### src/verilog/acs_pkg.sv
`default_nettype none
package acs_pkg;
  localparam int unsigned RES_BITS = 12;
  localparam int unsigned GAIN_CODE_W = 2;
  localparam int unsigned GAIN_W = 9;
  localparam int unsigned CNT_W = 10;
  localparam int unsigned SYNC_LAT_CYC = 3;
  localparam int unsigned CLK_PERIOD_NS = 50;
  localparam int unsigned T_APERTURE_NS = 230;
  localparam int unsigned T_CONV_MAX_NS = 15000;
  localparam int unsigned T_DATA_SETUP_NS = 15;
  localparam int unsigned T_GAIN_SW_NS = 2000;
  localparam int unsigned T_ACQ_NS = 3000;
  localparam int unsigned T_CS_WIDTH_NS = 50;
  localparam int unsigned T_SETTLE_LO_NS = 10000;
  localparam int unsigned T_SETTLE_100_NS = 15000;
  localparam int unsigned T_SETTLE_500_NS = 50000;
  localparam int unsigned T_CYCLE_500_NS = 50000;
  // least times round up, longest times round down
  localparam logic [CNT_W-1:0] APERTURE_CYC = CNT_W'((T_APERTURE_NS + CLK_PERIOD_NS - 1) / CLK_PERIOD_NS);
  localparam logic [CNT_W-1:0] CONV_MAX_CYC = CNT_W'(T_CONV_MAX_NS / CLK_PERIOD_NS);
  localparam logic [CNT_W-1:0] DATA_SETUP_CYC = CNT_W'((T_DATA_SETUP_NS + CLK_PERIOD_NS - 1) / CLK_PERIOD_NS);
  localparam logic [CNT_W-1:0] GAIN_SW_CYC = CNT_W'(T_GAIN_SW_NS / CLK_PERIOD_NS);
  localparam logic [CNT_W-1:0] ACQ_CYC = CNT_W'((T_ACQ_NS + CLK_PERIOD_NS - 1) / CLK_PERIOD_NS);
  localparam logic [CNT_W-1:0] CS_WIDTH_CYC = CNT_W'((T_CS_WIDTH_NS + CLK_PERIOD_NS - 1) / CLK_PERIOD_NS);
  localparam logic [CNT_W-1:0] SETTLE_LO_CYC = CNT_W'(T_SETTLE_LO_NS / CLK_PERIOD_NS);
  localparam logic [CNT_W-1:0] SETTLE_100_CYC = CNT_W'(T_SETTLE_100_NS / CLK_PERIOD_NS);
  localparam logic [CNT_W-1:0] SETTLE_500_CYC = CNT_W'(T_SETTLE_500_NS / CLK_PERIOD_NS);
  localparam logic [CNT_W-1:0] CYCLE_500_CYC = CNT_W'(T_CYCLE_500_NS / CLK_PERIOD_NS);
  localparam int unsigned SAR_STEP_CYC =
    (int'(CONV_MAX_CYC) - int'(APERTURE_CYC) - int'(DATA_SETUP_CYC) - SYNC_LAT_CYC) / RES_BITS;
  localparam logic [GAIN_CODE_W-1:0] GC_X1 = 2'h0;
  localparam logic [GAIN_CODE_W-1:0] GC_X10 = 2'h1;
  localparam logic [GAIN_CODE_W-1:0] GC_X100 = 2'h2;
  localparam logic [GAIN_CODE_W-1:0] GC_X500 = 2'h3;
  localparam logic [GAIN_W-1:0] GAIN_X1 = 9'h001;
  localparam logic [GAIN_W-1:0] GAIN_X10 = 9'h00a;
  localparam logic [GAIN_W-1:0] GAIN_X100 = 9'h064;
  localparam logic [GAIN_W-1:0] GAIN_X500 = 9'h1f4;
  localparam logic [RES_BITS-1:0] DATA_RST = 12'h000;

  typedef enum {DEV_IDLE, DEV_APERTURE, DEV_CONVERT, DEV_PRESENT} acs_dev_state_t;
  typedef enum {HST_IDLE, HST_PULSE, HST_WAIT_BUSY, HST_WAIT_DONE, HST_ACQ} acs_host_state_t;

  function automatic logic [CNT_W-1:0] acs_settle_cyc(input logic [GAIN_CODE_W-1:0] code);
    logic [CNT_W-1:0] r;
    r = SETTLE_LO_CYC;
    if (code == GC_X100)
      r = SETTLE_100_CYC;
    else if (code == GC_X500)
      r = SETTLE_500_CYC;
    return r;
  endfunction
endpackage
`default_nettype wire

### src/verilog/acs_link_if.sv
`timescale 1ns/1ps
`default_nettype none
interface acs_link_if;
  logic conv_start;
  logic gain_select_bit_hi;
  logic gain_select_bit_lo;
  logic status;
  logic [acs_pkg::RES_BITS-1:0] data;
  modport dev (input conv_start, input gain_select_bit_hi, input gain_select_bit_lo, output status, output data);
  modport host (output conv_start, output gain_select_bit_hi, output gain_select_bit_lo, input status, input data);
endinterface
`default_nettype wire

### src/verilog/acs_device.sv
`timescale 1ns/1ps
`default_nettype none
module acs_device #(
  parameter int unsigned STEP_CYCLES = acs_pkg::SAR_STEP_CYC
)
(
  input wire logic clk,
  input wire logic reset_n,
  acs_link_if.dev link,
  input wire logic [acs_pkg::RES_BITS-1:0] analog_level,
  output logic hold,
  output logic [acs_pkg::GAIN_W-1:0] amp_gain,
  output logic amp_settling,
  output logic settle_start
);
  import acs_pkg::*;

  localparam logic [CNT_W-1:0] STEP_LAST = CNT_W'(STEP_CYCLES - 1);
  localparam logic [3:0] TOP_BIT = 4'(RES_BITS - 1);

  acs_dev_state_t state_r;
  logic [CNT_W-1:0] cnt_r;
  logic [3:0] bit_idx_r;
  logic cs_s1_r;
  logic cs_s2_r;
  logic cs_s3_r;
  logic [GAIN_CODE_W-1:0] gain_s1_r;
  logic [GAIN_CODE_W-1:0] gain_s2_r;
  logic [GAIN_CODE_W-1:0] gain_code_r;
  logic [RES_BITS-1:0] level_s1_r;
  logic [RES_BITS-1:0] level_s2_r;
  logic [RES_BITS-1:0] held_r;
  logic [RES_BITS-1:0] sar_r;
  logic [RES_BITS-1:0] sar_nxt;
  logic [RES_BITS-1:0] trial;
  logic [RES_BITS-1:0] data_r;
  logic status_r;
  logic [CNT_W-1:0] settle_cnt_r;
  logic cs_rise;
  logic cs_fall;
  logic step_end;

  // budget includes pin synchroniser latency
  if (STEP_CYCLES < 1 ||
      int'(APERTURE_CYC) + RES_BITS * STEP_CYCLES + int'(DATA_SETUP_CYC) + SYNC_LAT_CYC > int'(CONV_MAX_CYC))
  begin : g_chk
    $error("step length breaks the conversion time budget");
  end
  if (SYNC_LAT_CYC > int'(GAIN_SW_CYC))
  begin : g_chk_gain
    $error("gain response slower than allowed");
  end

  assign link.status = status_r;
  assign link.data = data_r;

  // pins from the host pass two flops before any logic
  always_ff @(posedge clk or negedge reset_n)
  begin
    if (!reset_n)
    begin
      cs_s1_r <= 1'b0;
      cs_s2_r <= 1'b0;
      cs_s3_r <= 1'b0;
      gain_s1_r <= GC_X1;
      gain_s2_r <= GC_X1;
      level_s1_r <= '0;
      level_s2_r <= '0;
    end
    else
    begin
      cs_s1_r <= link.conv_start;
      cs_s2_r <= cs_s1_r;
      cs_s3_r <= cs_s2_r;
      gain_s1_r <= {link.gain_select_bit_hi, link.gain_select_bit_lo};
      gain_s2_r <= gain_s1_r;
      level_s1_r <= analog_level;
      level_s2_r <= level_s1_r;
    end
  end

  assign cs_rise = cs_s2_r & ~cs_s3_r;
  assign cs_fall = ~cs_s2_r & cs_s3_r;
  assign step_end = (state_r == DEV_CONVERT) && (cnt_r == '0);

  // one trial bit per step, kept if it does not overshoot the held level
  always_comb
  begin
    trial = sar_r | (RES_BITS'(1) << bit_idx_r);
    sar_nxt = (trial <= held_r) ? trial : sar_r;
  end

  always_ff @(posedge clk or negedge reset_n)
  begin
    if (!reset_n)
    begin
      state_r <= DEV_IDLE;
      cnt_r <= '0;
      bit_idx_r <= '0;
    end
    else
    begin
      case (state_r)
        DEV_IDLE:
          // a start edge during a conversion does not restart it, but its rise still clears sar_r
          if (cs_fall)
          begin
            cnt_r <= APERTURE_CYC - 1'b1;
            state_r <= DEV_APERTURE;
          end
        DEV_APERTURE:
          if (cnt_r == '0)
          begin
            cnt_r <= STEP_LAST;
            bit_idx_r <= TOP_BIT;
            state_r <= DEV_CONVERT;
          end
          else
            cnt_r <= cnt_r - 1'b1;
        DEV_CONVERT:
          if (cnt_r == '0)
          begin
            if (bit_idx_r == '0)
            begin
              cnt_r <= DATA_SETUP_CYC - 1'b1;
              state_r <= DEV_PRESENT;
            end
            else
            begin
              bit_idx_r <= bit_idx_r - 1'b1;
              cnt_r <= STEP_LAST;
            end
          end
          else
            cnt_r <= cnt_r - 1'b1;
        DEV_PRESENT:
          if (cnt_r == '0)
            state_r <= DEV_IDLE;
          else
            cnt_r <= cnt_r - 1'b1;
        default:
          state_r <= DEV_IDLE;
      endcase
    end
  end

  // approximation register
  always_ff @(posedge clk or negedge reset_n)
  begin
    if (!reset_n)
      sar_r <= '0;
    else if (cs_rise)
      sar_r <= '0;
    else if (step_end)
      sar_r <= sar_nxt;
  end

  // track-and-hold and status move together
  always_ff @(posedge clk or negedge reset_n)
  begin
    if (!reset_n)
    begin
      hold <= 1'b0;
      status_r <= 1'b0;
      held_r <= '0;
    end
    else if (state_r == DEV_APERTURE && cnt_r == '0)
    begin
      hold <= 1'b1;
      status_r <= 1'b1;
      held_r <= level_s2_r;
    end
    else if (state_r == DEV_PRESENT && cnt_r == '0)
    begin
      hold <= 1'b0;
      status_r <= 1'b0;
    end
  end

  // loaded a setup period before status falls, then left alone
  always_ff @(posedge clk or negedge reset_n)
  begin
    if (!reset_n)
      data_r <= DATA_RST;
    else if (step_end && bit_idx_r == '0)
      data_r <= ~sar_nxt;
  end

  // gain front end; overlaps a running conversion on purpose
  always_ff @(posedge clk or negedge reset_n)
  begin
    if (!reset_n)
    begin
      gain_code_r <= GC_X1;
      amp_gain <= GAIN_X1;
      settle_start <= 1'b0;
      settle_cnt_r <= '0;
      amp_settling <= 1'b0;
    end
    else
    begin
      settle_start <= 1'b0;
      if (gain_s2_r != gain_code_r)
      begin
        gain_code_r <= gain_s2_r;
        settle_start <= 1'b1;
        settle_cnt_r <= acs_settle_cyc(gain_s2_r);
        amp_settling <= 1'b1;
        case (gain_s2_r)
          GC_X1: amp_gain <= GAIN_X1;
          GC_X10: amp_gain <= GAIN_X10;
          GC_X100: amp_gain <= GAIN_X100;
          default: amp_gain <= GAIN_X500;
        endcase
      end
      else if (settle_cnt_r != '0)
      begin
        settle_cnt_r <= settle_cnt_r - 1'b1;
        amp_settling <= (settle_cnt_r != CNT_W'(1));
      end
    end
  end
endmodule // acs_device
`default_nettype wire

### src/flat_wrapper.sv
// flat-port wrapper written by rule: the top's interface ports become plain ports
module acs_device_flat import acs_pkg::*;
#(
  parameter int unsigned STEP_CYCLES = acs_pkg::SAR_STEP_CYC
)
  (clk, reset_n, analog_level, hold, amp_gain, amp_settling, settle_start, link_conv_start, link_gain_select_bit_hi, link_gain_select_bit_lo, link_status, link_data);
  acs_link_if link_i ();
  input wire logic clk;
  input wire logic reset_n;
  input wire logic [acs_pkg::RES_BITS-1:0] analog_level;
  output logic hold;
  output logic [acs_pkg::GAIN_W-1:0] amp_gain;
  output logic amp_settling;
  output logic settle_start;
  input wire logic [$bits(link_i.conv_start)-1:0] link_conv_start;
  input wire logic [$bits(link_i.gain_select_bit_hi)-1:0] link_gain_select_bit_hi;
  input wire logic [$bits(link_i.gain_select_bit_lo)-1:0] link_gain_select_bit_lo;
  output wire logic [$bits(link_i.status)-1:0] link_status;
  output wire logic [$bits(link_i.data)-1:0] link_data;
  assign link_i.conv_start = link_conv_start;
  assign link_i.gain_select_bit_hi = link_gain_select_bit_hi;
  assign link_i.gain_select_bit_lo = link_gain_select_bit_lo;
  assign link_status = link_i.status;
  assign link_data = link_i.data;
  acs_device #(.STEP_CYCLES(STEP_CYCLES)) u_core (.clk(clk), .reset_n(reset_n), .link(link_i), .analog_level(analog_level), .hold(hold), .amp_gain(amp_gain), .amp_settling(amp_settling), .settle_start(settle_start));
endmodule
### config.mk
export PLATFORM = sky130hd
export DESIGN_NAME = acs_device_flat
export DESIGN_NICKNAME = d
export VERILOG_FILES = /design/src/verilog/acs_pkg.sv /design/src/verilog/acs_link_if.sv /design/src/verilog/acs_device.sv /design/src/flat_wrapper.sv
export SDC_FILE = /design/constraint.sdc
export NUM_CORES = 1
export LEC_CHECK = 0
export BUFFER_PORTS_ARGS = -buffer_cell sky130_fd_sc_hd__buf_2
export CAP_MARGIN = 20
export CORE_MARGIN = 8
export CORE_UTILIZATION = 59
export CTS_CLUSTER_SIZE = 14
export DETAILED_ROUTE_END_ITERATION = 7
export PLACE_DENSITY = 0.79
export SLEW_MARGIN = 10
export SYNTH_ARGS = -nofsm -noshare
export SYNTH_HDL_FRONTEND = slang
export SYNTH_SLANG_ARGS = --single-unit
export TNS_END_PERCENT = 30
### constraint.sdc
create_clock -name clk -period 2.9 [get_ports clk]
set_input_delay 0.145 -clock clk [delete_from_list [all_inputs] [get_ports clk]]
set_output_delay 0.145 -clock clk [all_outputs]
set_load 0.05 [all_outputs]
* Word-level counts from Yosys, hierarchy flattened
Cells that the tools add are included. W data, S select, Z words.
Word-level totals: flip-flop bits (word level) 137, bits in latches 0, bits in writable memories 0, bits in read-only memories 0, output and inout port bits 25, memories kept 0
Operators by class: add/subtract/negate cells 3, $mul 0, divide/modulo/power cells 0, $lt $le $gt $ge 1, eq/ne operators 18, shifts and indexed selects 1, multiplexer cells 29, bitwise gates (word level) 6, reduce and logical (&&, ||, !) cells 17
Operators by type and width (count):
- $mux W32 | 5
- $pmux W32 S4 | 1
- $eq A32 B2 Y1 const B | 3
- $mux W10 | 8
- $eq A32 B3 Y1 const B | 2
- $pmux W10 S4 | 1
- $mux W12 | 3
- $eq A32 B1 Y1 const B | 1
- $logic_not A32 Y1 | 1
- $pmux W9 S3 | 1
- $sub A10 B1 Y10 const B | 2
- $le A12 B12 Y1 | 1
- $mux W4 | 3
- $not A12 Y12 | 1
- $or A12 B12 Y12 | 1
- $shl A1 B4 Y12 const A | 1
- $logic_not A10 Y1 | 1
- $ne A10 B1 Y1 const B | 1
- $ne A2 B1 Y1 const B | 5
- $reduce_bool A10 Y1 | 1
- $pmux W4 S2 | 1
- $reduce_bool A2 Y1 | 4
- $mux W1 | 5
- $mux W5 | 1
- 14 further kinds | 21

* Longest topological paths before layout
Gate-level depths: netlist of the first run.
depth after elaboration 6, gate-level depth with buffers 10

* Worst setup path after synthesis of the first run
OpenSTA, ideal clock, no wires.
kind reg-to-reg, from register u_core.bit_idx_r[1], to register u_core.sar_r[10], data arrival time 2.362 ns, data required time 2.754 ns, slack 0.392 ns, cell stages (with the launch flop) 11, cells stage by stage dfrtp_1 -> inv_1 -> ha_1 -> and2_1 -> or2_2 -> ha_1 -> nor2b_1 -> o211ai_1 -> a21o_1 -> a31oi_1 -> o21ai_0
Between the ends: longest elaborated chain between the ends 6
Ends and longest elaborated chain:
- start: declaration | RTL line acs_device.sv:23 | logic [3:0] bit_idx_r;
- start signal: assignment | RTL line acs_device.sv:130 | bit_idx_r <= bit_idx_r - 1'b1;
- $shl A1 B4 Y12 * | RTL line acs_device.sv:89 | trial = sar_r | (RES_BITS'(1) << bit_idx_r);
- $or A12 B12 Y12 * | RTL line acs_device.sv:89
- $le A12 B12 Y1 | RTL line acs_device.sv:90 | sar_nxt = (trial <= held_r) ? trial : sar_r;
- $mux W12 * | RTL line acs_device.sv:90
- $mux W12 * | RTL line acs_device.sv:154 | else if (step_end)
- $mux W12 * | RTL line acs_device.sv:152 | else if (cs_rise)
- end signal: assignment | RTL line acs_device.sv:155 | sar_r <= sar_nxt;
- end: declaration | RTL line acs_device.sv:33 | logic [RES_BITS-1:0] sar_r;
Every way passes the cells marked *; elsewhere a longest branch is shown, timed or not. The select of a mux whose other input is x is not followed. A chain may end at the register's enable or synchronous reset.

* Final worst setup path of the first run
from register u_core.bit_idx_r[1], to register u_core.sar_r[0]
Same word-level chain as after synthesis.

==> results of run 1 <==
## worst reg2reg max path: stages (launching register included)
cell and delay [ns]:
dfrtp_1 0.43, inv_1 0.11, ha_1 0.23, and2_1 0.20, or2_2 0.31, ha_1 0.30
nor2b_1 0.13, o211ai_1 0.16, a21o_2 0.23, a31oi_4 0.17, o31ai_1 0.31
## final cells by class
type | instances | area share
multi-input cells | 289 | 0.366
clock buffers | 10 | 0.0257
well taps | 102 | 0.0239
clock inverters | 6 | 0.00982
flip-flops and latches | 102 | 0.477
inverters | 26 | 0.0182
repair buffers | 64 | 0.0786
## per-layer routing
| metal | vias up | track usage | wire length, um |
|---|---|---|---|
| met5 | - | 0 | 0 |
| met3 | 12 | 0.0305 | 308 |
| met4 | 0 | 0.0652 | 133 |
| li1 | 1636 | - | - |
| met1 | 1712 | 0.227 | 4280 |
| met2 | 75 | 0.286 | 4530 |
## sequential cells by signal, indices dropped and copies added (netlist names)
register,flops
u_core.amp_gain,4
u_core.amp_settling,1
u_core.bit_idx_r,4
u_core.cnt_r,10
u_core.cs_s1_r,1
u_core.cs_s2_r,1
u_core.cs_s3_r,1
u_core.gain_code_r,2
u_core.gain_s1_r,2
u_core.gain_s2_r,2
u_core.held_r,12
u_core.hold,1
u_core.level_s1_r,12
u_core.level_s2_r,12
u_core.link.data,12
u_core.sar_r,12
u_core.settle_cnt_r,10
u_core.settle_start,1
u_core.state_r,2
## metrics by stage
step / hold slack (ns) / power [mW] / instance area, um^2
finish: 0.353 / 5.00 / 5350
global route: 0.361 / 5.35 / 5350
CTS: 0.356 / 5.00 / 5340
detailed placement: 0.254 / 4.13 / 4980
global placement: 0.253 / 4.02 / 4980
floorplan: -0.151 / 3.64 / 4710
## Yosys cell counts, types with 5 or more instances
cell	count	share of area
dfrtp_1	101	0.54
nand2_1	40	0.032
o21ai_0	39	0.041
nor2_1	27	0.021
ha_1	25	0.066
inv_1	25	0.020
nand3_1	20	0.021
a21oi_1	19	0.020
a21o_1	13	0.021
clkbuf_1	10	0.0080
mux2_4	10	0.032
buf_4	6	0.0096
nand4_1	6	0.0080
nor4_1	6	0.0080
o31ai_1	6	0.0096
xnor2_1	6	0.011
and4_1	5	0.0093
nor3_1	5	0.0053
## cells by family after synthesis
kind of cell | share of synthesized area
AO/OA/AOI/OAI | 0.134
buffers and inverters | 0.0462
flip-flops | 0.542
multiplexers | 0.0456
XOR/XNOR | 0.0167
adder cells (fa/ha/maj) | 0.0663
AND/OR/NAND/NOR | 0.149
## report_power, final
group / internal, mW / switching, mW
sequential: 1.72 / 0.242
combinational: 0.826 / 1.36
clock: 0.349 / 0.500
## worst max-delay path by stage
| stage | startpoint | to | slack [ns] | cells past startpoint |
|---|---|---|---|---|
| floorplan | u_core.bit_idx_r[1]$_DFFE_PN0P_ | u_core.sar_r[10]$_DFFE_PN0P_ | 0.39 | 10 |
| global placement | u_core.bit_idx_r[1]$_DFFE_PN0P_ | u_core.sar_r[5]$_DFFE_PN0P_ | 0.06 | 10 |
| detailed placement | u_core.bit_idx_r[1]$_DFFE_PN0P_ | u_core.sar_r[8]$_DFFE_PN0P_ | -0.08 | 10 |
| CTS | u_core.bit_idx_r[1]$_DFFE_PN0P_ | u_core.sar_r[8]$_DFFE_PN0P_ | 0.11 | 10 |
| global route | u_core.bit_idx_r[1]$_DFFE_PN0P_ | u_core.sar_r[0]$_DFFE_PN0P_ | 0.04 | 10 |
| finish | u_core.bit_idx_r[1]$_DFFE_PN0P_ | u_core.sar_r[0]$_DFFE_PN0P_ | 0.22 | 10 |
## repair_timing
| item | CTS | global route |
|---|---|---|
| hold buffers | 16 | 0 |
| endpoints found under the setup margin | 10 | 10 |
| hold endpoints to repair | 76 | 0 |
| buffers inserted | 0 | 0 |
| gates resized for setup | 1 | 2 |
==> impl_metrics.json, run 1 <==
{
  "status": "completed",
  "crit_path_end_kind": "flop",
  "hp-start": "u_core.level_s1_r[1]$_DFF_PN0_",
  "crit_path_cell_trace": "inv_1 -> ha_1 -> and2_1 -> or2_2 -> ha_1 -> nor2b_1 -> o211ai_1 -> a21o_2 -> a31oi_4 -> o31ai_1",
  "r2r_cells": 10,
  "ios": 42,
  "r2r_start": "u_core.bit_idx_r[1]$_DFFE_PN0P_",
  "maxCapViolCount": 0,
  "critical_path.top_delay_family": "compound AO/OA/AOI/OAI gates",
  "synth-async-reset-ratio": 1.00,
  "synth-edff-count": 0,
  "worst-path-buf-inv": 1,
  "postLayoutCoreUtil": 0.692,
  "core-area_mm2": 0.00773,
  "path_max_fanout": 10,
  "grt_pass1_wl_mm": 16.2,
  "fillCellCount": 566,
  "first_pass_iters": 4,
  "synth.distinct_cells": 53,
  "viasPerCell": 5.73,
  "slew_headroom": 0.491,
  "ant_nets": 0,
  "fin_ws_ns": 0.223,
  "antenna_found_initial": 0,
  "worst_ep_arrival_time_ns": 2.93,
  "mostFrequentLayoutCell": "dfrtp_1",
  "ys_seq_area_frac": 0.542,
  "powerDensity_mw_per_mm2": 934,
  "multi_input_area_mm2": 0.00196,
  "fin_worst_skew_ns": 0.0136,
  "drt_wl_total_mm": 9.25,
  "cp_slowest_stage_delay_ns": 0.43,
  "die_y_um": 105,
  "num_antenna_cells": 0,
  "synthesis.area_mm2": 0.00471,
  "grt_use_total": 0.174,
  "tightest_slew_ns": 0.764,
  "wl_per_cell_um": 15.4,
  "seqCellArea_mm2": 0.00255,
  "layout_common_cells": "101 x dfrtp_1, 40 x nand2_1, 40 x buf_2",
  "rsz0062_at_grt": "no",
  "post-dp-hpwl_mm": 6.42,
  "globalRouteOverflowTotal": 0,
  "finalSetupViolations": 0,
  "htreeDepth": 3,
  "synth_cells": 438,
  "start_util": 0.610,
  "rr_endpoint": "u_core.sar_r[0]$_DFFE_PN0P_",
  "portBuffers": 41,
  "globalplace.congestion": 0.887,
  "syn_nets": 480,
  "ys.flop_type": "dfrtp_1",
  "clk_path_buf_depth": 2,
  "yosys_warnings": 0,
  "cpMostUsedCell": "ha_1",
  "worstHoldEndpoint": "u_core.level_s2_r[1]$_DFF_PN0_",
  "min_period_ns": 2.68,
  "cts-buffers-inserted": 9,
  "die_w_um": 105,
  "num-nets-final": 534,
  "syn2layout_area_growth_pct": 13.5,
  "cts_sinks": 102,
  "dp_slack_ns": -0.0820,
  "finalCritPeriodShare": 0.923,
  "synth_area_per_cell_um2": 10.8,
  "critPathRequiredTime_ns": 3.16,
  "clock-root-buffer": "clkbuf_8",
  "max_freq_mhz": 374,
  "dpl.cell_count": 567,
  "rows": 32,
  "final_cells": 599,
  "die-area_mm2": 0.0111,
  "grt_max_degree": 65,
  "worst-r2r-setup-slack_ns": 0.22,
  "whs_path_depth": 0,
  "finalSetupTns_ns": 0,
  "ir_drop_mv": 0.435,
  "initialDrtViolationCount": 162,
  "drc": 0,
  "hold_viol": 0,
  "hold_path_class": "flop to flop",
  "ys_seq_elements": 102,
  "drive_above_1_share": 0.181,
  "start_kind": "flop",
  "grt_pass1_vias": 3551,
  "leakagePower_nw": 2.61,
  "cts_tree": "done",
  "crit_slowest_cell": "dfrtp_1",
  "worstSetupPathType": "flop to flop",
  "drv_slew": 0,
  "insertion_delay_ns": 0.36,
  "cts.reportedPaths.clkPinSlew_ns": 0.10,
  "via_count": 3435
}
Power figures use the tool's default switching activity.
==> run 2: changes to the inputs <==
Settings changed: ABC_AREA set to 1, REMOVE_ABC_BUFFERS set to 1.
==> impl_metrics.json, run 2 <==
{
  "status": "completed",
  "htreeDepth": 3,
  "maxCapViolCount": 0,
  "fillCellCount": 644,
  "wl_met2_mm": 4.22,
  "portBuffers": 41,
  "drt_wl_total_mm": 9.05,
  "cts-buffers-inserted": 9,
  "start_util": 0.596,
  "crit_path_cell_trace": "inv_1 -> ha_1 -> nand2_1 -> o21ai_0 -> ha_1 -> a21oi_1 -> nor2_1 -> nor2_1 -> nand3_2 -> nand3_1 -> nand2_1 -> nand2_1 -> nand2_1",
  "crit_slowest_cell": "dfrtp_1",
  "rsz0062_at_grt": "no",
  "synth_cells": 547,
  "synthMostInstantiatedCell": "nand2_1",
  "drive_above_1_share": 0.126,
  "drv_slew": 0,
  "grt_pass1_wl_mm": 16.2,
  "via_count": 3625,
  "worst-path-buf-inv": 1,
  "synth-async-reset-ratio": 1.00,
  "syn2layout_area_growth_pct": 12.1,
  "synth.top_cell.area_share": 0.524,
  "crit_path_end_kind": "flop",
  "initialDrtViolationCount": 116,
  "finalSetupTns_ns": 0,
  "post_synth_most_frequent_cells": "140 x nand2_1, 101 x dfrtp_1, 72 x inv_1, 44 x o21ai_0, 42 x nor2_1",
  "ys_seq_area_frac": 0.529,
  "cts_setup_buffers": 0,
  "yosys_warnings": 0,
  "insertion_delay_ns": 0.37,
  "hold_path_class": "flop to flop",
  "ant_nets": 0,
  "grt_pass1_vias": 3659,
  "dp_slack_ns": 0.184,
  "start_kind": "flop",
  "die-area_mm2": 0.0113,
  "synth.distinct_cells": 33,
  "cpMostUsedCell": "nand2_1",
  "ys.flop_type": "dfrtp_1",
  "synthesis.area_mm2": 0.00483,
  "worst_ep_arrival_time_ns": 2.91,
  "slew_headroom": 0.456,
  "fin_worst_skew_ns": 0.0152,
  "layout_common_cells": "140 x nand2_1, 101 x dfrtp_1, 72 x inv_1",
  "clock-root-buffer": "clkbuf_8",
  "finalSetupViolations": 0,
  "worstSetupPathType": "flop to flop",
  "dr.max_layer_used": "met4",
  "num_antenna_cells": 0,
  "ios": 42,
  "power_mw": 5.01,
  "post-dp-hpwl_mm": 6.45,
  "first_pass_iters": 4,
  "yosysTopAreaCell": "dfrtp_1",
  "cts.reportedPaths.clkPinSlew_ns": 0.11,
  "mostFrequentLayoutCell": "nand2_1",
  "num-nets-final": 640,
  "viasPerCell": 5.12,
  "cts_sinks": 102,
  "yosys-top-cells-area": "dfrtp_1 52%, nand2_1 11%, ha_1 6.5%",
  "die_y_um": 106,
  "wl_per_cell_um": 12.8,
  "synth_area_per_cell_um2": 8.82,
  "fin_ws_ns": 0.261,
  "cts_tree": "done",
  "tightest_slew_ns": 0.816,
  "critPathRequiredTime_ns": 3.17,
  "wl_met3_um": 352,
  "powerDensity_mw_per_mm2": 925,
  "leakagePower_nw": 2.82,
  "path_max_fanout": 12,
  "min_period_ns": 2.64,
  "synth-edff-count": 0,
  "wl_met1_mm": 4.34,
  "antenna_found_initial": 0,
  "dpl.cell_count": 676,
  "core-area_mm2": 0.00809,
  "critical_path.top_delay_family": "simple AND/OR/NAND/NOR gates",
  "cp_slowest_stage_delay_ns": 0.43,
  "clk_path_buf_depth": 2,
  "hold_viol": 0,
  "die_w_um": 106,
  "grt_max_degree": 67,
  "ir_drop_mv": 0.390,
  "max_freq_mhz": 379,
  "finalCritPeriodShare": 0.910,
  "globalRouteOverflowTotal": 0,
  "grt_use_total": 0.172,
  "final_cells": 708,
  "rows": 33,
  "ys_seq_elements": 102,
  "drc": 0,
  "globalplace.congestion": 0.869
}
-- run 2: what timing repair did --
action	CTS	global route
hold endpoints to repair	80	0
gates resized for setup	0	1
endpoints found under the setup margin	0	22
hold buffers	16	0
-- run 2: kinds of logic (layout without fill, tap and decap cells) --
group | Yosys count | count (layout) | synth area share
AND/OR/NAND/NOR | 244 | 244 | 0.223
adder cells (fa/ha/maj) | 25 | 25 | 0.0648
XOR/XNOR | 10 | 10 | 0.0181
AO/OA/AOI/OAI | 72 | 72 | 0.0801
buffers and inverters | 94 | 150 | 0.0848
flip-flops | 102 | 102 | 0.529
-- run 2: worst paths after layout --
| path | from | to | slack [ns] | depth (start not counted) |
|---|---|---|---|---|
| max | u_core.bit_idx_r[1]$_DFFE_PN0P_ | u_core.link.data[10]$_DFFE_PN0P_ | 0.26 | 13 |
| min | u_core.level_s1_r[0]$_DFF_PN0_ | u_core.level_s2_r[0]$_DFF_PN0_ | 0.35 | 0 |
| max reg2reg | u_core.bit_idx_r[1]$_DFFE_PN0P_ | u_core.link.data[10]$_DFFE_PN0P_ | 0.26 | 13 |
| min reg2reg | u_core.level_s1_r[0]$_DFF_PN0_ | u_core.level_s2_r[0]$_DFF_PN0_ | 0.35 | 0 |
| max in group asynchronous | reset_n | u_core.amp_gain[0]$_DFFE_PN1N_ | 1.76 | 3 |
| min in group asynchronous | reset_n | u_core.level_s1_r[10]$_DFF_PN0_ | 0.42 | 2 |
-- run 2: per-stage QoR --
stage	utilization	hold slack, ns	instance area [um^2]
final	0.669	0.354	5410
after global placement	0.626	0.253	5060
after floorplan	-	-0.151	4700
after CTS	0.668	0.357	5410
after global routing	0.669	0.358	5410
after detailed placement	0.626	0.254	5060
-- run 2: routing by layer --
metal,track usage,vias to the layer above
li1,-,1822
met1,0.223,1705
met2,0.277,82
met3,0.0315,16
met4,0.0764,0
met5,0,-
-- run 2: cell type report --
class / instances / area, um^2 / area share
Sequential cell: 102 / 2550 / 0.472
Clock inverter: 6 / 56.3 / 0.0104
Tap cell: 105 / 131 / 0.0243
Multi-Input combinational cell: 351 / 1870 / 0.345
Clock buffer: 10 / 128 / 0.0236
Inverter: 76 / 285 / 0.0527
Timing Repair Buffer: 58 / 388 / 0.0717
-- run 2: power breakdown --
part	switching [mW]	internal (mW)	total [mW]
Clock	0.505	0.327	0.832
Combinational	1.59	0.707	2.30
Sequential	0.180	1.70	1.88
Total	2.27	2.73	5.01
==> run 3: changes to the inputs <==
Settings changed: BUFFER_PORTS_ARGS -buffer_cell sky130_fd_sc_hd__buf_2 to -buffer_cell sky130_fd_sc_hd__buf_4, CORE_ASPECT_RATIO set to 0.75.
==> impl_metrics.json, run 3 (same netlist as run 2, synthesis figures left out) <==
{
  "status": "completed",
  "ant_nets": 0,
  "leakagePower_nw": 2.86,
  "cts_sinks": 102,
  "grt_pass1_vias": 3744,
  "worstSetupPathType": "flop to flop",
  "hold_viol": 0,
  "crit_path_end_kind": "flop",
  "num-nets-final": 641,
  "seqCellArea_mm2": 0.00255,
  "grt_pass1_wl_mm": 16.9,
  "multi_input_area_mm2": 0.00187,
  "drv_slew": 0,
  "grt_use_total": 0.184,
  "cts.reportedPaths.clkPinSlew_ns": 0.09,
  "die-area_mm2": 0.0114,
  "hold_path_class": "input port to async pin",
  "fin_worst_skew_ns": 0.0101,
  "core-area_mm2": 0.00792,
  "layout_common_cells": "140 x nand2_1, 101 x dfrtp_1, 72 x inv_1",
  "worst_ep_arrival_time_ns": 2.92,
  "globalplace.congestion": 0.888,
  "viasPerCell": 5.25,
  "rsz0062_at_grt": "no",
  "slew_headroom": 0.651,
  "drc": 0,
  "cts_tree": "done",
  "critPathRequiredTime_ns": 3.17,
  "htreeDepth": 3,
  "powerDensity_mw_per_mm2": 937,
  "wl_per_cell_um": 13.6,
  "finalSetupViolations": 0,
  "clk_path_buf_depth": 2,
  "initialDrtViolationCount": 217,
  "start_kind": "flop",
  "mostFrequentLayoutCell": "nand2_1",
  "maxCapViolCount": 0,
  "die_w_um": 120,
  "insertion_delay_ns": 0.38,
  "ir_drop_mv": 0.625,
  "via_count": 3714,
  "num_antenna_cells": 0,
  "tightest_slew_ns": 0.522,
  "fillCellCount": 628,
  "globalRouteOverflowTotal": 0,
  "start_util": 0.610,
  "portBuffers": 41,
  "finalSetupTns_ns": 0,
  "first_pass_iters": 5,
  "min_period_ns": 2.65,
  "cts-buffers-inserted": 9,
  "die_y_um": 94.3,
  "grt_max_degree": 46,
  "clock-root-buffer": "clkbuf_8",
  "drt_wl_total_mm": 9.61,
  "post-dp-hpwl_mm": 6.84,
  "syn2layout_area_growth_pct": 14.5,
  "antenna_found_initial": 0,
  "max_freq_mhz": 377,
  "drive_above_1_share": 0.128,
  "rows": 28,
  "path_max_fanout": 12,
  "finalCritPeriodShare": 0.914,
  "ios": 42,
  "power_mw": 5.18
}
[run 3: cell types whose count changed in the layout (fill, tap and decap cells not counted), sizes merged]
cell,before,now
clkbuf,10,11
inv,78,77
bufinv,0,1
clkinvlp,2,0
buf,42,43
[run 3: cell type report]
cell class | count | share of cell area
Clock buffer | 11 | 0.0256
Clock inverter | 4 | 0.0102
Inverter | 76 | 0.0516
Multi-Input combinational cell | 351 | 0.339
Sequential cell | 102 | 0.462
Tap cell | 105 | 0.0238
Timing Repair Buffer | 59 | 0.0874
[run 3: what timing repair did]
item	4_1_cts	5_1_grt
hold buffers	16	0
resized for setup	1	1
setup endpoints to repair	4	24
setup buffers	0	0
endpoints found under the hold margin	57	0
[run 3: path summary, 6_finish.rpt]
check / slack [ns] / depth (start not counted) / end / start
max in group asynchronous: 1.84 / 3 / u_core.cnt_r[6]$_DFFE_PN0P_ / reset_n
min in group clk: 0.35 / 0 / u_core.level_s2_r[5]$_DFF_PN0_ / u_core.level_s1_r[5]$_DFF_PN0_
setup reg to reg: 0.25 / 15 / u_core.link.data[8]$_DFFE_PN0P_ / u_core.bit_idx_r[0]$_DFFE_PN0P_
setup / recovery: 0.25 / 15 / u_core.link.data[8]$_DFFE_PN0P_ / u_core.bit_idx_r[0]$_DFFE_PN0P_
hold / removal: 0.28 / 2 / u_core.level_s1_r[8]$_DFF_PN0_ / reset_n
hold reg to reg: 0.35 / 0 / u_core.level_s2_r[5]$_DFF_PN0_ / u_core.level_s1_r[5]$_DFF_PN0_
[run 3: routing by layer]
metal / vias to the layer above / global-route usage / wire (um)
met4: 0 / 0.0622 / 146
met5: - / 0 / 0
li1: 1818 / - / -
met3: 14 / 0.0495 / 595
met1: 1770 / 0.242 / 4390
met2: 112 / 0.292 / 4480
[run 3: per-stage QoR]
step | setup slack (ns) | std cells | hold slack [ns] | area [um^2] | util
6_report | 0.249 | 708 | 0.282 | 5530 | 0.698
3_5_place_dp | 0.0473 | 677 | 0.156 | 5160 | 0.651
4_1_cts | 0.107 | 708 | 0.280 | 5520 | 0.697
5_1_grt | 0.0301 | 708 | 0.321 | 5530 | 0.698
3_3_place_gp | 0.205 | 677 | 0.154 | 5160 | 0.651
2_1_floorplan | 0.710 | 529 | -0.151 | 4700 | -
[run 3: report_power, final]
group / total [mW] / internal (mW) / leakage, nW / switching (mW)
logic: 2.38 / 0.762 / 1.49 / 1.62
clock network: 0.903 / 0.424 / 0.100 / 0.479
registers: 1.89 / 1.70 / 1.27 / 0.190
[run 3: worst max-delay path, cell delays in order, from the launching register on]
cell     delay [ns]
dfrtp_1        0.44
inv_1          0.15
ha_1           0.20
nand2_1        0.09
o21ai_0        0.36
ha_1           0.32
nand2_1        0.09
inv_1          0.04
nand2_1        0.07
inv_1          0.06
nand2_1        0.10
nand3_2        0.26
nand3_1        0.16
nand2_1        0.09
nand2_1        0.08
nand2_1        0.05
